## src/logic/raster_timing_pkg.sv

```systemverilog
/*
  Constants shared by the raster timing generator: register indexes,
  field positions, mode codes and fixed TV interval lengths.
  Assumes a 32-bit AXI4-Lite master and byte-wide registers, one per word.
*/
package raster_timing_pkg;

  // register indexes, byte address is four times the index
  localparam logic [7:0] idx_tft_horiz_display_width    = 8'h32;
  localparam logic [7:0] idx_tft_horiz_nondisplay       = 8'h34;
  localparam logic [7:0] idx_tft_line_pulse_start       = 8'h35;
  localparam logic [7:0] idx_tft_line_pulse_width       = 8'h36;
  localparam logic [7:0] idx_tft_vert_display_low       = 8'h38;
  localparam logic [7:0] idx_tft_vert_display_high      = 8'h39;
  localparam logic [7:0] idx_tft_vert_nondisplay        = 8'h3a;
  localparam logic [7:0] idx_tft_frame_pulse_width      = 8'h3c;
  localparam logic [7:0] idx_crt_tv_horiz_display_width = 8'h50;
  localparam logic [7:0] idx_crt_tv_horiz_nondisplay    = 8'h52;
  localparam logic [7:0] idx_crt_tv_hsync_start         = 8'h53;
  localparam logic [7:0] idx_crt_tv_vert_display_low    = 8'h56;
  localparam logic [7:0] idx_crt_tv_vert_display_high   = 8'h57;
  localparam logic [7:0] idx_crt_tv_vert_nondisplay     = 8'h58;
  localparam logic [7:0] idx_crt_tv_vsync_position      = 8'h59;
  localparam logic [7:0] idx_crt_vsync_pulse_width      = 8'h5a;
  localparam logic [7:0] idx_timing_control             = 8'h60;
  localparam logic [7:0] idx_status_line                = 8'h61;
  localparam logic [7:0] idx_status_flags               = 8'h62;
  localparam int         num_slots                      = 17;
  localparam logic [4:0] slot_control                   = 5'h10;

  // control register fields
  localparam int ctl_enable = 0;
  localparam int ctl_mode_lo = 1;
  localparam int ctl_pal = 3;
  localparam int ctl_bpp16 = 4;
  localparam int ctl_div_lo = 5;

  typedef enum logic [1:0] {
    mode_tft = 2'b00,
    mode_crt = 2'b01,
    mode_tv  = 2'b10,
    mode_off = 2'b11
  } out_mode_t;

  localparam logic [1:0] axi_okay   = 2'b00;
  localparam logic [1:0] axi_slverr = 2'b10;

  // length arithmetic
  localparam int         unit_shift    = 3;
  localparam logic [11:0] de_lead_8bpp  = 12'h006;
  localparam logic [11:0] de_lead_16bpp = 12'h008;
  localparam logic [11:0] tv_fp_8bpp    = 12'h007;
  localparam logic [11:0] tv_fp_16bpp   = 12'h005;
  localparam logic [11:0] tv_blank_ntsc = 12'h006;
  localparam logic [11:0] tv_blank_pal  = 12'h007;

  // fixed TV intervals in subcarrier-x4 clocks: ntsc, pal
  localparam logic [11:0] tv_sync_ntsc  = 12'd67;
  localparam logic [11:0] tv_sync_pal   = 12'd83;
  localparam logic [11:0] tv_brz_ntsc   = 12'd9;
  localparam logic [11:0] tv_brz_pal    = 12'd16;
  localparam logic [11:0] tv_burst_ntsc = 12'd39;
  localparam logic [11:0] tv_burst_pal  = 12'd44;
  localparam logic [11:0] tv_eq_ntsc    = 12'd33;
  localparam logic [11:0] tv_eq_pal     = 12'd41;
  localparam logic [11:0] tv_serr_ntsc  = 12'd67;
  localparam logic [11:0] tv_serr_pal   = 12'd83;
  localparam logic [11:0] tv_half_ntsc  = 12'd455;
  localparam logic [11:0] tv_half_pal   = 12'd568;
  // vertical sync offset in half lines: 4, 4.5 and 5 lines
  localparam logic [11:0] tv_voff_4     = 12'd8;
  localparam logic [11:0] tv_voff_4h    = 12'd9;
  localparam logic [11:0] tv_voff_5     = 12'd10;
  // vertical sync and equalizing spans in half lines
  localparam logic [11:0] tv_vs_halves  = 12'd6;

  localparam real clk_period_ns = 8.0;

endpackage

```

## src/logic/raster_timing.sv

```systemverilog
/*
  Raster timing generator for TFT panel, CRT and NTSC/PAL TV output,
  with its byte-wide configuration registers on an AXI4-Lite slave.
  Assumes aclk is the selected pixel clock source and, in TV mode,
  the subcarrier-x4 source; all outputs are on the aclk domain.
*/
// Notes on behaviour
// - pixel clock is the source divided by two, four, six or eight
// - TFT display period is (width field plus one) times eight pixels
// - TFT non-display is (field plus one) times eight; line is their sum
// - TFT display lines are ten-bit count plus one, from two registers
// - TFT frame adds non-display lines of six-bit field plus one
// - TFT line sync low for (pulse field plus one) times eight pixels
// - TFT frame sync low for pulse field plus one lines
// - shift clock half high half low; data changes half period before fall
// - frame sync falls start field times eight plus one before line sync
// - data enable lasts exactly the horizontal display period
// - data enable ends start times eight plus six or eight before line sync
// - data enable rises non-display minus start minus six or eight after
// - CRT frame is display lines plus seven-bit non-display plus one
// - CRT vertical sync low for pulse field plus one lines
// - CRT vertical sync falls (start field plus one) times eight after line
// - CRT and TV active video is (width field plus one) times eight
// - TV front porch is (start plus one) times eight minus seven or five
// - TV blanking is non-display times eight plus six or seven
// - TV sync, breezeway, burst, equalizing, serration, half line are fixed
// - TV field is half the display lines plus blanking per field parity
// - TV vertical sync at position field plus four, four and half or five
module raster_timing (
  // clock and reset
  input  wire logic        aclk,
  input  wire logic        aresetn,
  // axi4-lite write address
  input  wire logic [11:0] s_axi_awaddr,
  input  wire logic [2:0]  s_axi_awprot,
  input  wire logic        s_axi_awvalid,
  output logic             s_axi_awready,
  // axi4-lite write data
  input  wire logic [31:0] s_axi_wdata,
  input  wire logic [3:0]  s_axi_wstrb,
  input  wire logic        s_axi_wvalid,
  output logic             s_axi_wready,
  // axi4-lite write response
  output logic [1:0]       s_axi_bresp,
  output logic             s_axi_bvalid,
  input  wire logic        s_axi_bready,
  // axi4-lite read address
  input  wire logic [11:0] s_axi_araddr,
  input  wire logic [2:0]  s_axi_arprot,
  input  wire logic        s_axi_arvalid,
  output logic             s_axi_arready,
  // axi4-lite read data
  output logic [31:0]      s_axi_rdata,
  output logic [1:0]       s_axi_rresp,
  output logic             s_axi_rvalid,
  input  wire logic        s_axi_rready,
  // tft panel
  output logic             panel_shift_clock,
  output logic             line_sync,
  output logic             frame_sync,
  output logic             data_enable_out,
  // crt
  output logic             crt_vertical_sync,
  // tv
  output logic             tv_sync_n,
  output logic             tv_hblank,
  output logic             tv_vblank,
  output logic             tv_burst
);

  // register slot decode; slot_control is the timing control register
  function automatic logic [5:0] slot_of(input logic [7:0] idx);
    unique case (idx)
      raster_timing_pkg::idx_tft_horiz_display_width:    slot_of = 6'h20;
      raster_timing_pkg::idx_tft_horiz_nondisplay:       slot_of = 6'h21;
      raster_timing_pkg::idx_tft_line_pulse_start:       slot_of = 6'h22;
      raster_timing_pkg::idx_tft_line_pulse_width:       slot_of = 6'h23;
      raster_timing_pkg::idx_tft_vert_display_low:       slot_of = 6'h24;
      raster_timing_pkg::idx_tft_vert_display_high:      slot_of = 6'h25;
      raster_timing_pkg::idx_tft_vert_nondisplay:        slot_of = 6'h26;
      raster_timing_pkg::idx_tft_frame_pulse_width:      slot_of = 6'h27;
      raster_timing_pkg::idx_crt_tv_horiz_display_width: slot_of = 6'h28;
      raster_timing_pkg::idx_crt_tv_horiz_nondisplay:    slot_of = 6'h29;
      raster_timing_pkg::idx_crt_tv_hsync_start:         slot_of = 6'h2a;
      raster_timing_pkg::idx_crt_tv_vert_display_low:    slot_of = 6'h2b;
      raster_timing_pkg::idx_crt_tv_vert_display_high:   slot_of = 6'h2c;
      raster_timing_pkg::idx_crt_tv_vert_nondisplay:     slot_of = 6'h2d;
      raster_timing_pkg::idx_crt_tv_vsync_position:      slot_of = 6'h2e;
      raster_timing_pkg::idx_crt_vsync_pulse_width:      slot_of = 6'h2f;
      raster_timing_pkg::idx_timing_control:             slot_of = 6'h30;
      default:                                           slot_of = 6'h00;
    endcase
  endfunction

  // (field plus one) times eight
  function automatic logic [11:0] units8(input logic [7:0] f);
    units8 = 12'({4'h0, f} + 12'h001) << raster_timing_pkg::unit_shift;
  endfunction

  // distance from b forward to a within one line
  function automatic logic [11:0] wrap_diff(input logic [11:0] a, input logic [11:0] b,
                                           input logic [11:0] total);
    wrap_diff = (a >= b) ? 12'(a - b) : 12'(a + total - b);
  endfunction

  logic [7:0]  cfg_reg [0:raster_timing_pkg::num_slots-1];
  logic [11:0] awaddr_reg;
  logic        aw_held_reg;
  logic [7:0]  wdata_reg;
  logic        w_held_reg;
  logic        bvalid_reg;
  logic [1:0]  bresp_reg;
  logic        rvalid_reg;
  logic [1:0]  rresp_reg;
  logic [31:0] rdata_reg;

  // ---------------- bus slave ----------------
  wire [5:0] wr_slot = slot_of(awaddr_reg[9:2]);
  wire [5:0] rd_slot = slot_of(s_axi_araddr[9:2]);
  wire       wr_fire = aw_held_reg && w_held_reg && !bvalid_reg;
  wire       wr_hit  = wr_slot[5] && awaddr_reg[11:10] == 2'b00;
  wire       rd_fire = s_axi_arvalid && !rvalid_reg;
  wire       rd_stat = s_axi_araddr[11:10] == 2'b00 &&
                       (s_axi_araddr[9:2] == raster_timing_pkg::idx_status_line ||
                        s_axi_araddr[9:2] == raster_timing_pkg::idx_status_flags);
  wire       rd_hit  = (rd_slot[5] && s_axi_araddr[11:10] == 2'b00) || rd_stat;

  assign s_axi_awready = !aw_held_reg;
  assign s_axi_wready  = !w_held_reg;
  assign s_axi_arready = !rvalid_reg;
  assign s_axi_bvalid  = bvalid_reg;
  assign s_axi_bresp   = bresp_reg;
  assign s_axi_rvalid  = rvalid_reg;
  assign s_axi_rresp   = rresp_reg;
  assign s_axi_rdata   = rdata_reg;

  always_ff @(posedge aclk) begin
    if (!aresetn) begin
      aw_held_reg <= 1'b0;
      w_held_reg  <= 1'b0;
      awaddr_reg  <= 12'h000;
      wdata_reg   <= 8'h00;
      bvalid_reg  <= 1'b0;
      bresp_reg   <= raster_timing_pkg::axi_okay;
    end else begin
      if (s_axi_awvalid && !aw_held_reg) begin
        aw_held_reg <= 1'b1;
        awaddr_reg  <= s_axi_awaddr;
      end
      if (s_axi_wvalid && !w_held_reg) begin
        w_held_reg <= s_axi_wstrb[0];
        wdata_reg  <= s_axi_wdata[7:0];
      end
      // a write without lane 0 still completes, storing nothing
      if (s_axi_wvalid && !w_held_reg && !s_axi_wstrb[0]) begin
        w_held_reg <= 1'b1;
      end
      if (wr_fire) begin
        aw_held_reg <= 1'b0;
        w_held_reg  <= 1'b0;
        bvalid_reg  <= 1'b1;
        bresp_reg   <= wr_hit ? raster_timing_pkg::axi_okay : raster_timing_pkg::axi_slverr;
      end else if (bvalid_reg && s_axi_bready) begin
        bvalid_reg <= 1'b0;
      end
    end
  end

  logic wstrb0_reg;
  always_ff @(posedge aclk) begin
    if (!aresetn) begin
      wstrb0_reg <= 1'b0;
    end else if (s_axi_wvalid && !w_held_reg) begin
      wstrb0_reg <= s_axi_wstrb[0];
    end
  end

  always_ff @(posedge aclk) begin
    if (!aresetn) begin
      for (int i = 0; i < raster_timing_pkg::num_slots; i++) begin
        cfg_reg[i] <= 8'h00;
      end
    end else if (wr_fire && wr_hit && wstrb0_reg) begin
      cfg_reg[wr_slot[4:0]] <= wdata_reg;
    end
  end

  // ---------------- control and mode selection ----------------
  wire [7:0]  ctl      = cfg_reg[raster_timing_pkg::slot_control];
  wire        run      = ctl[raster_timing_pkg::ctl_enable];
  wire        pal      = ctl[raster_timing_pkg::ctl_pal];
  wire        bpp16    = ctl[raster_timing_pkg::ctl_bpp16];
  wire [1:0]  div_sel  = ctl[raster_timing_pkg::ctl_div_lo +: 2];
  raster_timing_pkg::out_mode_t mode;
  assign mode = raster_timing_pkg::out_mode_t'(ctl[raster_timing_pkg::ctl_mode_lo +: 2]);
  wire        is_tft   = mode == raster_timing_pkg::mode_tft;
  wire        is_crt   = mode == raster_timing_pkg::mode_crt;
  wire        is_tv    = mode == raster_timing_pkg::mode_tv;

  // tft fields
  wire [11:0] tft_hdp   = units8({1'b0, cfg_reg[0][6:0]});
  wire [11:0] tft_horiz_nondisplay_period  = units8({3'b000, cfg_reg[1][4:0]});
  wire [11:0] tft_start = 12'({cfg_reg[2][4:0], 3'b000});
  wire [11:0] tft_lpw   = units8({4'h0, cfg_reg[3][3:0]});
  wire [10:0] tft_vdp   = 11'({cfg_reg[5][1:0], cfg_reg[4]}) + 11'h001;
  wire [10:0] tft_vert_nondisplay_period  = 11'(cfg_reg[6][5:0]) + 11'h001;
  // crt and tv fields
  wire [11:0] ct_hdp    = units8({1'b0, cfg_reg[8][6:0]});
  wire [11:0] crt_horiz_nondisplay_period  = units8({2'b00, cfg_reg[9][5:0]});
  wire [11:0] tv_hblank_len = 12'({cfg_reg[9][5:0], 3'b000}) +
                              (pal ? raster_timing_pkg::tv_blank_pal
                                   : raster_timing_pkg::tv_blank_ntsc);
  wire [11:0] ct_hs     = units8({2'b00, cfg_reg[10][5:0]});
  wire [10:0] ct_vdp    = 11'({cfg_reg[12][1:0], cfg_reg[11]}) + 11'h001;
  wire [10:0] ct_vert_nondisplay_period   = 11'(cfg_reg[13][6:0]) + 11'h001;

  wire [11:0] horiz_display_period       = is_tft ? tft_hdp : ct_hdp;
  wire [11:0] horiz_nondisplay_period      = is_tft ? tft_horiz_nondisplay_period : (is_tv ? tv_hblank_len : crt_horiz_nondisplay_period);
  wire [11:0] line_tot  = 12'(horiz_display_period + horiz_nondisplay_period);
  wire [10:0] vert_display_period       = is_tft ? tft_vdp : ct_vdp;
  wire [10:0] frame_tot = 11'(vert_display_period + (is_tft ? tft_vert_nondisplay_period : ct_vert_nondisplay_period));

  // ---------------- pixel clock divider ----------------
  logic [1:0]  half_cnt_reg;
  logic        phase_reg;
  wire         half_tick = half_cnt_reg == div_sel;
  wire         pix_tick  = half_tick && phase_reg;
  always_ff @(posedge aclk) begin
    if (!aresetn || !run) begin
      half_cnt_reg <= 2'b00;
      phase_reg    <= 1'b0;
    end else begin
      half_cnt_reg <= half_tick ? 2'b00 : 2'(half_cnt_reg + 2'b01);
      phase_reg    <= half_tick ? !phase_reg : phase_reg;
    end
  end

  // ---------------- counters ----------------
  logic [11:0] h_reg;
  logic [10:0] v_reg;
  logic [1:0]  field_reg;
  wire         line_end = h_reg == 12'(line_tot - 12'h001);
  // tv field length depends on field parity
  wire [10:0]  tv_blank_lines = 11'(cfg_reg[13][6:0]) + (field_reg[0] ? 11'h002 : 11'h001);
  wire [10:0]  tv_field_tot   = 11'(ct_vdp >> 1) + tv_blank_lines;
  wire [10:0]  v_tot    = is_tv ? tv_field_tot : frame_tot;
  wire         frame_end = line_end && v_reg == 11'(v_tot - 11'h001);
  always_ff @(posedge aclk) begin
    if (!aresetn || !run) begin
      h_reg     <= 12'h000;
      v_reg     <= 11'h000;
      field_reg <= 2'b00;
    end else if (pix_tick) begin
      h_reg <= line_end ? 12'h000 : 12'(h_reg + 12'h001);
      if (line_end) begin
        v_reg <= frame_end ? 11'h000 : 11'(v_reg + 11'h001);
      end
      if (frame_end) begin
        field_reg <= (pal || field_reg[0]) ? 2'(field_reg + 2'b01) : 2'b01;
      end
    end
  end

  // ---------------- tft data enable ----------------
  wire [11:0] de_lead  = bpp16 ? raster_timing_pkg::de_lead_16bpp
                               : raster_timing_pkg::de_lead_8bpp;
  // rise point relative to line sync fall; may be negative before the wrap
  wire [12:0] de_raw   = 13'({1'b0, tft_horiz_nondisplay_period} + {1'b0, line_tot}) -
                         13'({1'b0, tft_start}) - 13'({1'b0, de_lead});
  wire [11:0] de_start = (de_raw >= {1'b0, line_tot}) ? 12'(de_raw - {1'b0, line_tot})
                                                      : de_raw[11:0];
  wire        de_now   = wrap_diff(h_reg, de_start, line_tot) < tft_hdp &&
                         v_reg < tft_vdp;

  // ---------------- vertical pulse for frame sync and crt sync ----------------
  // fall point within the line, and the line on which it first falls
  wire [11:0] fr_pos   = 12'(line_tot - tft_start - 12'h001);
  wire [11:0] crt_pos  = (ct_hs < line_tot) ? ct_hs : 12'(line_tot - 12'h001);
  wire [11:0] vp_pos   = is_tft ? fr_pos : crt_pos;
  wire [10:0] vp_line  = is_tft ? 11'(frame_tot - 11'h001) : vert_display_period;
  wire [3:0]  vp_width = is_tft ? {1'b0, cfg_reg[7][2:0]} : {1'b0, cfg_reg[15][2:0]};
  logic [3:0] vp_cnt_reg;
  logic       vp_low_reg;
  // compare one pixel early, the output register adds one
  wire        vp_at    = h_reg == 12'(vp_pos - 12'h001);
  always_ff @(posedge aclk) begin
    if (!aresetn || !run) begin
      vp_cnt_reg <= 4'h0;
      vp_low_reg <= 1'b0;
    end else if (pix_tick && vp_at) begin
      if (v_reg == vp_line) begin
        vp_cnt_reg <= 4'h0;
        vp_low_reg <= 1'b1;
      end else if (vp_low_reg) begin
        vp_low_reg <= vp_cnt_reg != vp_width;
        vp_cnt_reg <= 4'(vp_cnt_reg + 4'h1);
      end
    end
  end

  // ---------------- tv horizontal and vertical ----------------
  wire [11:0] tv_fp    = 12'(ct_hs - (bpp16 ? raster_timing_pkg::tv_fp_16bpp
                                            : raster_timing_pkg::tv_fp_8bpp));
  wire [11:0] sync_len = pal ? raster_timing_pkg::tv_sync_pal : raster_timing_pkg::tv_sync_ntsc;
  wire [11:0] brz_len  = pal ? raster_timing_pkg::tv_brz_pal : raster_timing_pkg::tv_brz_ntsc;
  wire [11:0] bst_len  = pal ? raster_timing_pkg::tv_burst_pal
                             : raster_timing_pkg::tv_burst_ntsc;
  wire [11:0] eq_len   = pal ? raster_timing_pkg::tv_eq_pal : raster_timing_pkg::tv_eq_ntsc;
  wire [11:0] serr_len = pal ? raster_timing_pkg::tv_serr_pal : raster_timing_pkg::tv_serr_ntsc;
  wire [11:0] half_len = pal ? raster_timing_pkg::tv_half_pal : raster_timing_pkg::tv_half_ntsc;
  wire [11:0] sync_at  = 12'(ct_hdp + tv_fp);
  wire [11:0] h_in_sync  = wrap_diff(h_reg, sync_at, line_tot);
  wire        hs_now   = h_in_sync < sync_len;
  wire        bst_now  = h_in_sync >= 12'(sync_len + brz_len) &&
                         h_in_sync < 12'(sync_len + brz_len + bst_len);
  wire [11:0] h_half   = (h_reg >= half_len) ? 12'(h_reg - half_len) : h_reg;
  wire [11:0] half_idx = 12'({v_reg, h_reg >= half_len});
  // sync position in half lines, per standard and field
  wire [11:0] voff     = field_reg[0] ? raster_timing_pkg::tv_voff_4h
                       : (pal ? raster_timing_pkg::tv_voff_5 : raster_timing_pkg::tv_voff_4);
  wire [11:0] vs_half  = 12'({cfg_reg[14][6:0], 1'b0} + voff);
  wire        pre_eq   = half_idx + raster_timing_pkg::tv_vs_halves >= vs_half &&
                         half_idx < vs_half;
  wire        in_vs    = half_idx >= vs_half &&
                         half_idx < 12'(vs_half + raster_timing_pkg::tv_vs_halves);
  wire        post_eq  = half_idx >= 12'(vs_half + raster_timing_pkg::tv_vs_halves) &&
                         half_idx < 12'(vs_half + 2 * raster_timing_pkg::tv_vs_halves);
  wire        tv_vbl   = v_reg < tv_blank_lines;
  wire        tv_sync_low = in_vs ? h_half < 12'(half_len - serr_len)
                          : (pre_eq || post_eq) ? h_half < eq_len : hs_now;

  // ---------------- registered outputs ----------------
  always_ff @(posedge aclk) begin
    if (!aresetn || !run) begin
      line_sync         <= 1'b1;
      frame_sync        <= 1'b1;
      data_enable_out   <= 1'b0;
      crt_vertical_sync <= 1'b1;
      tv_sync_n         <= 1'b1;
      tv_hblank         <= 1'b0;
      tv_vblank         <= 1'b0;
      tv_burst          <= 1'b0;
    end else if (pix_tick) begin
      // values for the pixel about to start, in step with the rising edge
      line_sync         <= !((is_tft || is_crt) && h_reg < tft_lpw);
      frame_sync        <= !(is_tft && vp_low_reg);
      data_enable_out   <= is_tft && de_now;
      crt_vertical_sync <= !(is_crt && vp_low_reg);
      tv_sync_n         <= !(is_tv && tv_sync_low);
      tv_hblank         <= is_tv && h_reg >= ct_hdp;
      tv_vblank         <= is_tv && tv_vbl;
      tv_burst          <= is_tv && bst_now && !tv_vbl;
    end
  end

  // shift clock high for the first half of each pixel
  always_ff @(posedge aclk) begin
    if (!aresetn || !run) begin
      panel_shift_clock <= 1'b0;
    end else begin
      panel_shift_clock <= is_tft && (half_tick ? phase_reg : !phase_reg);
    end
  end

  // ---------------- read data ----------------
  wire [7:0] rd_byte = (s_axi_araddr[9:2] == raster_timing_pkg::idx_status_line) ? v_reg[7:0]
                     : (s_axi_araddr[9:2] == raster_timing_pkg::idx_status_flags)
                       ? {data_enable_out, tv_vblank, field_reg, 1'b0, v_reg[10:8]}
                     : (rd_slot[5] ? cfg_reg[rd_slot[4:0]] : 8'h00);
  always_ff @(posedge aclk) begin
    if (!aresetn) begin
      rvalid_reg <= 1'b0;
      rresp_reg  <= raster_timing_pkg::axi_okay;
      rdata_reg  <= 32'h0000_0000;
    end else if (rd_fire) begin
      rvalid_reg <= 1'b1;
      rresp_reg  <= rd_hit ? raster_timing_pkg::axi_okay : raster_timing_pkg::axi_slverr;
      rdata_reg  <= {24'h00_0000, rd_hit ? rd_byte : 8'h00};
    end else if (rvalid_reg && s_axi_rready) begin
      rvalid_reg <= 1'b0;
    end
  end

endmodule

```

## config.mk

```make
export PLATFORM = sky130hd
export DESIGN_NAME = raster_timing
export DESIGN_NICKNAME = d
export VERILOG_FILES = /design/src/logic/raster_timing_pkg.sv /design/src/logic/raster_timing.sv
export SDC_FILE = /design/constraint.sdc
export NUM_CORES = 1
export LEC_CHECK = 0
export BUFFER_PORTS_ARGS = -buffer_cell sky130_fd_sc_hd__buf_2
export CORE_MARGIN = 2
export CORE_UTILIZATION = 35
export CTS_CLUSTER_SIZE = 24
export DETAILED_ROUTE_END_ITERATION = 12
export PLACE_DENSITY = 0.58
export SLEW_MARGIN = 20
export SYNTH_ARGS = -nofsm -noshare
export SYNTH_HDL_FRONTEND = slang
export SYNTH_SLANG_ARGS = --single-unit
export TNS_END_PERCENT = 20
```

## constraint.sdc

```tcl
create_clock -name aclk -period 12 [get_ports aclk]
set_clock_uncertainty 0.1 [all_clocks]
set_input_delay 0 -clock aclk [delete_from_list [all_inputs] [get_ports aclk]]
set_output_delay 0 -clock aclk [all_outputs]
set_load 0.02 [all_outputs]
```

# Word-level counts from Yosys, hierarchy flattened

Memory sizes are Yosys's and may differ from the RTL's.
Index checks and enable logic that the tools add are counted.

Memories: 1
Bits in writable memories: 136
Output and inout port bits: 50
Bits of input ports: 73
Register bits after elaboration: 79
Word-level logic and storage cells: 257

Memories:

| name    | depth | bits a word | read ports | clocked after memory_dff | wr ports | RTL line             | RTL |
|---|---|---|---|---|---|---|---|
| cfg_reg | 17    | 8           | 18         | 0                        | 17       | raster_timing.sv:106 | `logic [7:0] cfg_reg [0:raster_timing_pkg::num_slots-1];` |

Bitwise logic cells: 1
$lt $le $gt $ge: 21
Muxes and demuxes: 56
Reductions and logical operators: 63
Add/sub/neg operators: 45
Eq/ne operators: 44

Operators with widths:

| kind                                                                   | count |
|---|---|
| 6-bit one-hot mux with 17 select lines                                 | 2 |
| 8-bit by 7-bit equality test with 1-bit output (second input constant) | 20 |
| 8-bit by 6-bit equality test with 1-bit output (second input constant) | 16 |
| 12-bit 2-to-1 mux                                                      | 7 |
| 12-bit subtractor                                                      | 5 |
| 11-bit 2-to-1 mux                                                      | 5 |
| 8-bit 2-to-1 mux                                                       | 6 |
| 12-bit greater-or-equal comparator                                     | 3 |
| 12-bit by 1-bit subtractor with 12-bit output (second input constant)  | 3 |
| 1-bit logical AND                                                      | 31 |
| 10-bit 2-to-1 mux                                                      | 3 |
| 7-bit by 1-bit adder with 8-bit output (second input constant)         | 3 |
| 12-bit equality test                                                   | 2 |
| 12-bit by 10-bit greater-or-equal comparator with 1-bit output         | 2 |
| 12-bit by 9-bit greater-or-equal comparator with 1-bit output          | 2 |
| 12-bit < comparator                                                    | 2 |
| 12-bit by 9-bit < comparator with 1-bit output                         | 2 |
| 10-bit by 1-bit adder with 11-bit output (second input constant)       | 2 |
| 11-bit equality test                                                   | 2 |
| 11-bit by 1-bit subtractor with 11-bit output (second input constant)  | 2 |
| 6-bit by 1-bit adder with 7-bit output (second input constant)         | 3 |
| 4-bit 2-to-1 mux                                                       | 5 |
| 1-bit 2-to-1 mux                                                       | 17 |
| 5-bit 2-to-1 mux                                                       | 3 |
| 50 further kinds                                                       | 82 |

# Longest topological paths before layout

Gate-level depths: netlist (run 1).
An unclocked memory read counts as a cell.

Depth in word-level cells: 16
Depth in mapped cells: 52
Mapped depth without buffers: 45

# Least setup slack after synthesis (run 1)

OpenSTA, ideal clock, no wires.

Kind: flip-flop to flip-flop
Start point: memory cfg_reg[16][2]
End point: register data_enable_out
Library setup time: 69 ps
Path slack: 1503 ps
Path buffers: 10
Clock period less this slack: 10497 ps
Data required time: 11831 ps
Cell stages (with the launch flop): 47
Arrival: 10328 ps
Path through: edfxtp_1 buf_2 or2_2 clkbuf_1 buf_1 clkbuf_1 clkbuf_1 clkbuf_1 o21ai_0 ha_1 o21ai_0 or2_2 a221oi_2 fa_1 ha_1 o21a_1 nor2_1 a21oi_1 [11 not listed] o21ai_0 o21ai_0 ha_1 a21oi_1 nand3_1 maj3_1 a221oi_1 buf_2 mux2i_1 xnor2_1 ha_1 a21o_1 a211o_1 or2_2 o21ai_0 nand2_1 o31a_1 o21ai_1

RTL lines:

| element              | RTL line             | RTL |
|---|---|---|
| from (decl)          | raster_timing.sv:106 |  |
| to (signal assigned) | raster_timing.sv:347 | `data_enable_out <= is_tft && de_now;` |
| to (decl)            | raster_timing.sv:61  | `output logic data_enable_out,` |

==> flow_summary.toml, run 1 <==
[setup_path]
cp-end-kind = "flip-flop"
path_max_fanout = 16
crit_required_ns = 12.41
worst-path-buf-inv = 1
slowest_delay_ns = 0.69
arrival_ns = 11.16
crit_family = "compound AO/OA/AOI/OAI gates"
worstSetupPathType = "flip-flop to flip-flop"
crit_slowest_cell = "edfxtp_1"
cpMostUsedCell = "ha_1"
start_kind = "flip-flop"

[yosys]
synth_edf_count = 160
netlist_area_um2 = 23650
yosys_warnings = 0
synth_area_per_cell_um2 = 8.524
synth.distinct_cells = 102
yosysTopAreaCell = "edfxtp_1"
ys_seq_area_frac = 0.2667
syn-instance-count = 2774
synth_top_cell_area_share = 0.2032
async_flop_share = 0
synthFlopType = "edfxtp_1"
ys_ff_latch = 235
synth.top_cells.by_area = "edfxtp_1 (20%), ha_1 (13%), dfxtp_1 (6.3%)"

[timing]
finalSetupTns_ns = 0
relSlewSlack = 0.2291
setup_viol = 0
fin_crit_sh = 0.8963
hold_viol_final = 0
fmax_mhz = 92.98
drv_slew = 0
grt_setup_unrepaired = "false"
worstMarginPinSlew_ns = 1.149
period_needed_ns = 10.76

[cells_and_area]
multiInputGateArea_um2 = 16390
regArea_um2 = 6306
num-fill-cells = 6896
syn_to_final_growth_pct = 10.31
largest_reg_flops = 160
final_core_util = 0.3891
fin_nets = 3175
n_antenna_cell = 0
drive_above_1_share = 0.07021

[power_and_ir_drop]
ir_worst_vdd_v = 0.0001236
total_leakage_power_nw = 10.72
power_density_nw_per_um2 = 149.6

[clock_network]
clk_path_buf_depth = 3
cts_tree = "built"
cts_resized = 0
clockRootBuffer = "clkbuf_16"
insertion_delay_ns = 0.57
cts_buffers = 27
path_clk_slew_ns = 0.06
cts_setup_buffers = 0
cts_hold_buf = 32
cts.sinks = 235
htree_levels = 1

[place]
io_buffers = 59
place_congestion = 0.9320
dp_hpwl_um = 54450

[die]
fp.dieH_um = 263.9
io_pins = 123
rows = 95
dieWidth_um = 263.9
die_area_um2 = 69650
initial_core_util = 0.3527
core_area_um2 = 67040

[drt]
wl_um = 71710
viasPerCell = 5.429
final_antenna_net_count = 0
vias = 20281
drcViolationCount = 0
drt_iter0_drc = 1579
wire_per_inst_um = 19.19
firstDrtPassIters = 6

[global_route]
grt_pass1_vias = 18949
grt_pass1_wl_um = 110000
grt_max_degree = 81
grt_usage = 0.2007
grt_antenna_before_repair = 1
gr-total-overflow = 0

[worst_hold_path]
hp-class = "primary input to flip-flop"

[outcome]
outcome = "completed"

[run]
drv_cap = 0
-- routing by layer --
metal / wire, um / global-route usage / up-vias
met3: 4717 / 0.03328 / 126
met2: 30990 / 0.3112 / 547
met4: 2739 / 0.06987 / 0
li1: - / - / 10092
met5: 0 / 0 / -
met1: 33260 / 0.2812 / 9516
-- power breakdown --
part           switching, W  total (W)  internal (W)
Clock              0.000356   0.000794      0.000438
Sequential        0.0000392   0.000931      0.000892
Combinational       0.00128    0.00218      0.000897
-- tightest hold or removal path: stages --
cell and delay (ns):
buf_2 0.38, o21ai_0 0.19, nor2_1 0.05
-- cell usage in the layout, fill, tap and decap left out, types with 17 or more instances in the layout --
master,count
fa_1,17
and3_1,22
o21ai_0,130
nor3_1,53
a211oi_1,82
or3_1,21
xnor2_1,169
buf_2,59
nand2_1,220
a21o_1,42
xor2_1,99
buf_4,45
conb_1,52
inv_1,131
a21boi_0,31
nand2b_1,33
nand4_1,30
a21oi_1,183
clkbuf_16,27
dlygate4sd3_1,32
nand3_1,81
nor2_1,175
edfxtp_1,160
mux2i_1,73
ha_1,243
nor2b_1,68
dfxtp_1,75
and2_1,155
o21bai_1,18
o211ai_1,17
o21a_1,31
-- synth_stat cells (all sizes together), types with 9 or more instances --
| cell | instances |
|---|---|
| nor4 | 14 |
| or3 | 21 |
| mux2 | 11 |
| nor2 | 176 |
| nand3 | 81 |
| fa | 17 |
| a2111oi | 10 |
| clkbuf | 98 |
| xnor2 | 169 |
| a21boi | 31 |
| nor3 | 54 |
| dfxtp | 75 |
| a211oi | 82 |
| o21a | 31 |
| nand3b | 9 |
| mux2i | 74 |
| o211ai | 17 |
| xor2 | 99 |
| nand2b | 34 |
| inv | 131 |
| and2 | 157 |
| and4 | 10 |
| or2 | 15 |
| nand2 | 220 |
| o21ai | 148 |
| edfxtp | 160 |
| o21bai | 18 |
| a21o | 42 |
| or4 | 11 |
| o2111ai | 13 |
| ha | 243 |
| a31oi | 13 |
| o22ai | 12 |
| a21oi | 186 |
| nor2b | 68 |
| o31ai | 10 |
| buf | 49 |
| and3 | 22 |
| nand4 | 31 |
-- cell type report --
type	count	area share
well taps	873	0.04188
flip-flops and latches	235	0.2418
inverters	133	0.01933
repair buffers	136	0.03655
clock inverters	19	0.005469
multi-input cells	2309	0.6285
clock buffers	31	0.02648
-- cells by family (layout without fill, tap and decap cells) --
group,after synthesis,after routing,synth area share
other,2,52,0.0003176
AOI/OAI and AO/OA,689,689,0.1923
adders and majority gates,264,264,0.1447
and+or+nand+nor,949,949,0.2081
buffers and inverters,280,319,0.04985
DFF,235,235,0.2667
muxes,85,85,0.03688
xor gates and xnor gates,270,270,0.1012
-- through the flow --
step / cell area, um2 / hold slack (ns) / total power [W] / cells / setup slack [ns]
4_1_cts: 26080 / 0.01105 / 0.003886 / 3736 / 1.265
6_report: 26080 / 0.008149 / 0.003902 / 3736 / 1.245
2_1_floorplan: 23830 / 0.01582 / 0.002593 / 2824 / 1.503
3_3_place_gp: 24920 / 0.1426 / 0.003068 / 3654 / 1.361
3_5_place_dp: 24920 / 0.1388 / 0.003077 / 3654 / 1.289
5_1_grt: 26080 / 0.05200 / 0.004217 / 3736 / 0.4289
-- final timing paths --
path,start,end,slack (ns),depth (start not counted)
setup / recovery,cfg_reg[16][1],data_enable_out,1.24,39
hold / removal,aresetn,s_axi_bresp[1],0.008,3
setup reg to reg,cfg_reg[16][1],data_enable_out,1.24,39
hold reg to reg,awaddr_reg[11],awaddr_reg[11],0.37,2
Power figures use the tool's default switching activity.
==> run 2, diff against run 1 <==
--- a/config.mk
+++ b/config.mk
@@ -5,13 +5,14 @@
 export SDC_FILE = /design/constraint.sdc
 export NUM_CORES = 1
 export LEC_CHECK = 0
+export ABC_AREA = 1
 export BUFFER_PORTS_ARGS = -buffer_cell sky130_fd_sc_hd__buf_2
 export CORE_MARGIN = 2
 export CORE_UTILIZATION = 35
 export CTS_CLUSTER_SIZE = 24
 export DETAILED_ROUTE_END_ITERATION = 12
 export PLACE_DENSITY = 0.58
-export SLEW_MARGIN = 20
+export SLEW_MARGIN = 10
 export SYNTH_ARGS = -nofsm -noshare
 export SYNTH_HDL_FRONTEND = slang
 export SYNTH_SLANG_ARGS = --single-unit
==> run 2 against run 1 <==
  * Worst setup slack better by 0.56 ns
  * Combinational power up 2%
  * Power up 1.4%
  * Largest cell class unchanged
  * Critical path type unchanged
  * Sequential power down 2%
==> flow_summary.toml, run 2 <==
[power_and_ir_drop]
clkPwrFrac = 0.207
p_int_w = 0.002131
combPwrFrac = 0.561
power_density_nw_per_um2 = 151.0
swShare = 0.4615
netSwitchingPower_w = 0.001826
seqPwrFrac = 0.231
total_leakage_power_nw = 11.96
ir_worst_vdd_v = 0.0001472

[cells_and_area]
fin_nets = 3753
n_antenna_cell = 0
final_common_cell = "nand2_1"
fin_cells = 4314
largest_reg_flops = 160
drive_above_1_share = 0.07353
num-fill-cells = 7133
syn_to_final_growth_pct = 10.87
final_cell_mix = "nand2_1 (619), inv_1 (441), nor2_1 (438), ha_1 (243), a21oi_1 (225)"

[yosys]
yosys_warnings = 0
yosysMostFrequentCell = "nand2_1"
synth.distinct_cells = 73
synthFlopType = "edfxtp_1"
synth_edf_count = 160
synth_top_cell_area_share = 0.2033
syn-instance-count = 3319
async_flop_share = 0
ys_top_cells_by_count = "nand2_1 (621), inv_1 (441), nor2_1 (439), ha_1 (243), a21oi_1 (225)"
netlist_area_um2 = 23630
ys_ff_latch = 235
ys_seq_area_frac = 0.2668
yosysTopAreaCell = "edfxtp_1"
synth.top_cells.by_area = "edfxtp_1 (20%), ha_1 (13%), nand2_1 (9.9%)"
synth_area_per_cell_um2 = 7.120

[die]
rows = 95
die_area_um2 = 69620
dieWidth_um = 263.9
io_pins = 123
fp.dieH_um = 263.9
core_area_um2 = 67040
initial_core_util = 0.3525

[drt]
drt_iter0_drc = 1910
drcViolationCount = 0
vias = 22355
final_antenna_net_count = 0
wl_um = 76860
wire_per_inst_um = 17.82
viasPerCell = 5.182
firstDrtPassIters = 6

[setup_path]
r2r_slack_ns = 1.81
worstSetupPathType = "flip-flop to flip-flop"
r2r_start = "cfg_reg[16][2]"
r2r-end = "data_enable_out"
slowest_delay_ns = 0.66
cpMostUsedCell = "nand2_1"
worstRegToRegCells = 48
path_max_fanout = 20
crit_slowest_cell = "xnor2_1"
crit_required_ns = 12.40
arrival_ns = 10.60
cp-end-kind = "flip-flop"
start_kind = "flip-flop"

[timing]
fin_crit_sh = 0.8495
setup_viol = 0
drv_slew = 0
hold_viol_final = 0
worstMarginPinSlew_ns = 1.030
grt_setup_unrepaired = "false"
finalSetupTns_ns = 0
period_needed_ns = 10.19
fmax_mhz = 98.09
relSlewSlack = 0.3090

[place]
io_buffers = 59
dp_cells = 4211
dp_hpwl_um = 59470
place_congestion = 0.9252

[clock_network]
cts_tree = "built"
clockRootBuffer = "clkbuf_16"
cts_setup_buffers = 0
clk_path_buf_depth = 3
cts_hold_buf = 53
cts_buffers = 27
insertion_delay_ns = 0.59
cts_resized = 0
path_clk_slew_ns = 0.07
htree_levels = 1
cts.sinks = 235

[global_route]
grt_pass1_vias = 20906
grt_pass1_wl_um = 117900
grt_antenna_before_repair = 0
grt_max_degree = 83
gr-total-overflow = 0
grt_usage = 0.2155

[worst_hold_path]
hp-class = "primary input to flip-flop"
worstHoldEndpoint = "s_axi_bvalid"
holdCritStartpoint = "s_axi_bready"
hold_path_depth = 5

[outcome]
outcome = "completed"

[run]
drv_cap = 0
-- run 2: final cells by class --
type,count,area (um2),area share
clock buffers,34,737.0,0.02813
clock inverters,16,117.6,0.004489
inverters,479,1798,0.06862
multi-input cells,2545,15180,0.5792
flip-flops and latches,235,6306,0.2407
well taps,873,1092,0.04169
repair buffers,132,975.9,0.03725
-- run 2: cell families (layout without fill, tap and decap cells) --
| kind of cell | count (synthesis) | count (layout) | share of synthesized area |
|---|---|---|---|
| AO/OA/AOI/OAI | 573 | 573 | 0.1437 |
| XOR/XNOR | 182 | 182 | 0.06809 |
| multiplexers | 4 | 4 | 0.001694 |
| other | 2 | 52 | 0.0003178 |
| AND/OR/NAND/NOR | 1474 | 1474 | 0.2768 |
| adder cells (fa/ha/maj) | 260 | 260 | 0.1431 |
| buffers and inverters | 589 | 661 | 0.09948 |
| flip-flops | 235 | 235 | 0.2668 |
-- run 2: worst max-delay path by stage --
| stage | slack [ns] | startpoint | cells after the start | endpoint |
|---|---|---|---|---|
| after floorplan | 3.19 | cfg_reg[16][2] | 53 | data_enable_out |
| after global placement | 2.11 | cfg_reg[16][2] | 48 | data_enable_out |
| after detailed placement | 2.09 | cfg_reg[16][2] | 48 | data_enable_out |
| after CTS | 2.06 | cfg_reg[16][2] | 48 | data_enable_out |
| after global routing | 1.05 | cfg_reg[16][2] | 48 | data_enable_out |
| final | 1.81 | cfg_reg[16][2] | 48 | data_enable_out |
-- run 2: stage by stage --
stage	worst slack [ns]	utilization	power (W)	hold WS (ns)	instance area, um2
finish	1.806	0.3909	0.003957	0.1187	26200
global route	1.046	0.3909	0.004279	0.1380	26200
CTS	2.058	0.3909	0.003935	0.1119	26200
detailed placement	2.093	0.3702	0.003102	0.1350	24820
global placement	2.113	0.3702	0.003097	0.1349	24820
floorplan	3.188	-	0.002610	0.03490	23820
-- run 2: power groups by stage --
stage	Sequential, W	Clock, W	Combinational (W)
floorplan	0.000926	0	0.00168
global placement	0.000932	0	0.00216
detailed placement	0.000933	0	0.00217
CTS	0.000916	0.000824	0.00220
global route	0.000919	0.000854	0.00251
finish	0.000916	0.000820	0.00222
-- run 2: metal layers --
| metal | wire length [um] | up-vias | share of wire | global-route usage |
|---|---|---|---|---|
| met5 | 0 | - | 0 | 0 |
| met4 | 2194 | 0 | 0.029 | 0.05789 |
| met3 | 5512 | 113 | 0.072 | 0.02862 |
| met2 | 34470 | 705 | 0.45 | 0.3566 |
| met1 | 34680 | 10343 | 0.45 | 0.2945 |
| li1 | - | 11194 | - | - |
-- run 2: critical path, delay by kind of cell, from the launching register on --
| kind | cells | cell delay [ns] |
|---|---|---|
| simple gates | 23 | 3.46 |
| fa+ha+maj | 6 | 2.41 |
| compound gates | 8 | 1.42 |
| buf+inv | 9 | 1.29 |
| xor+xnor | 2 | 0.85 |
| flops | 1 | 0.54 |
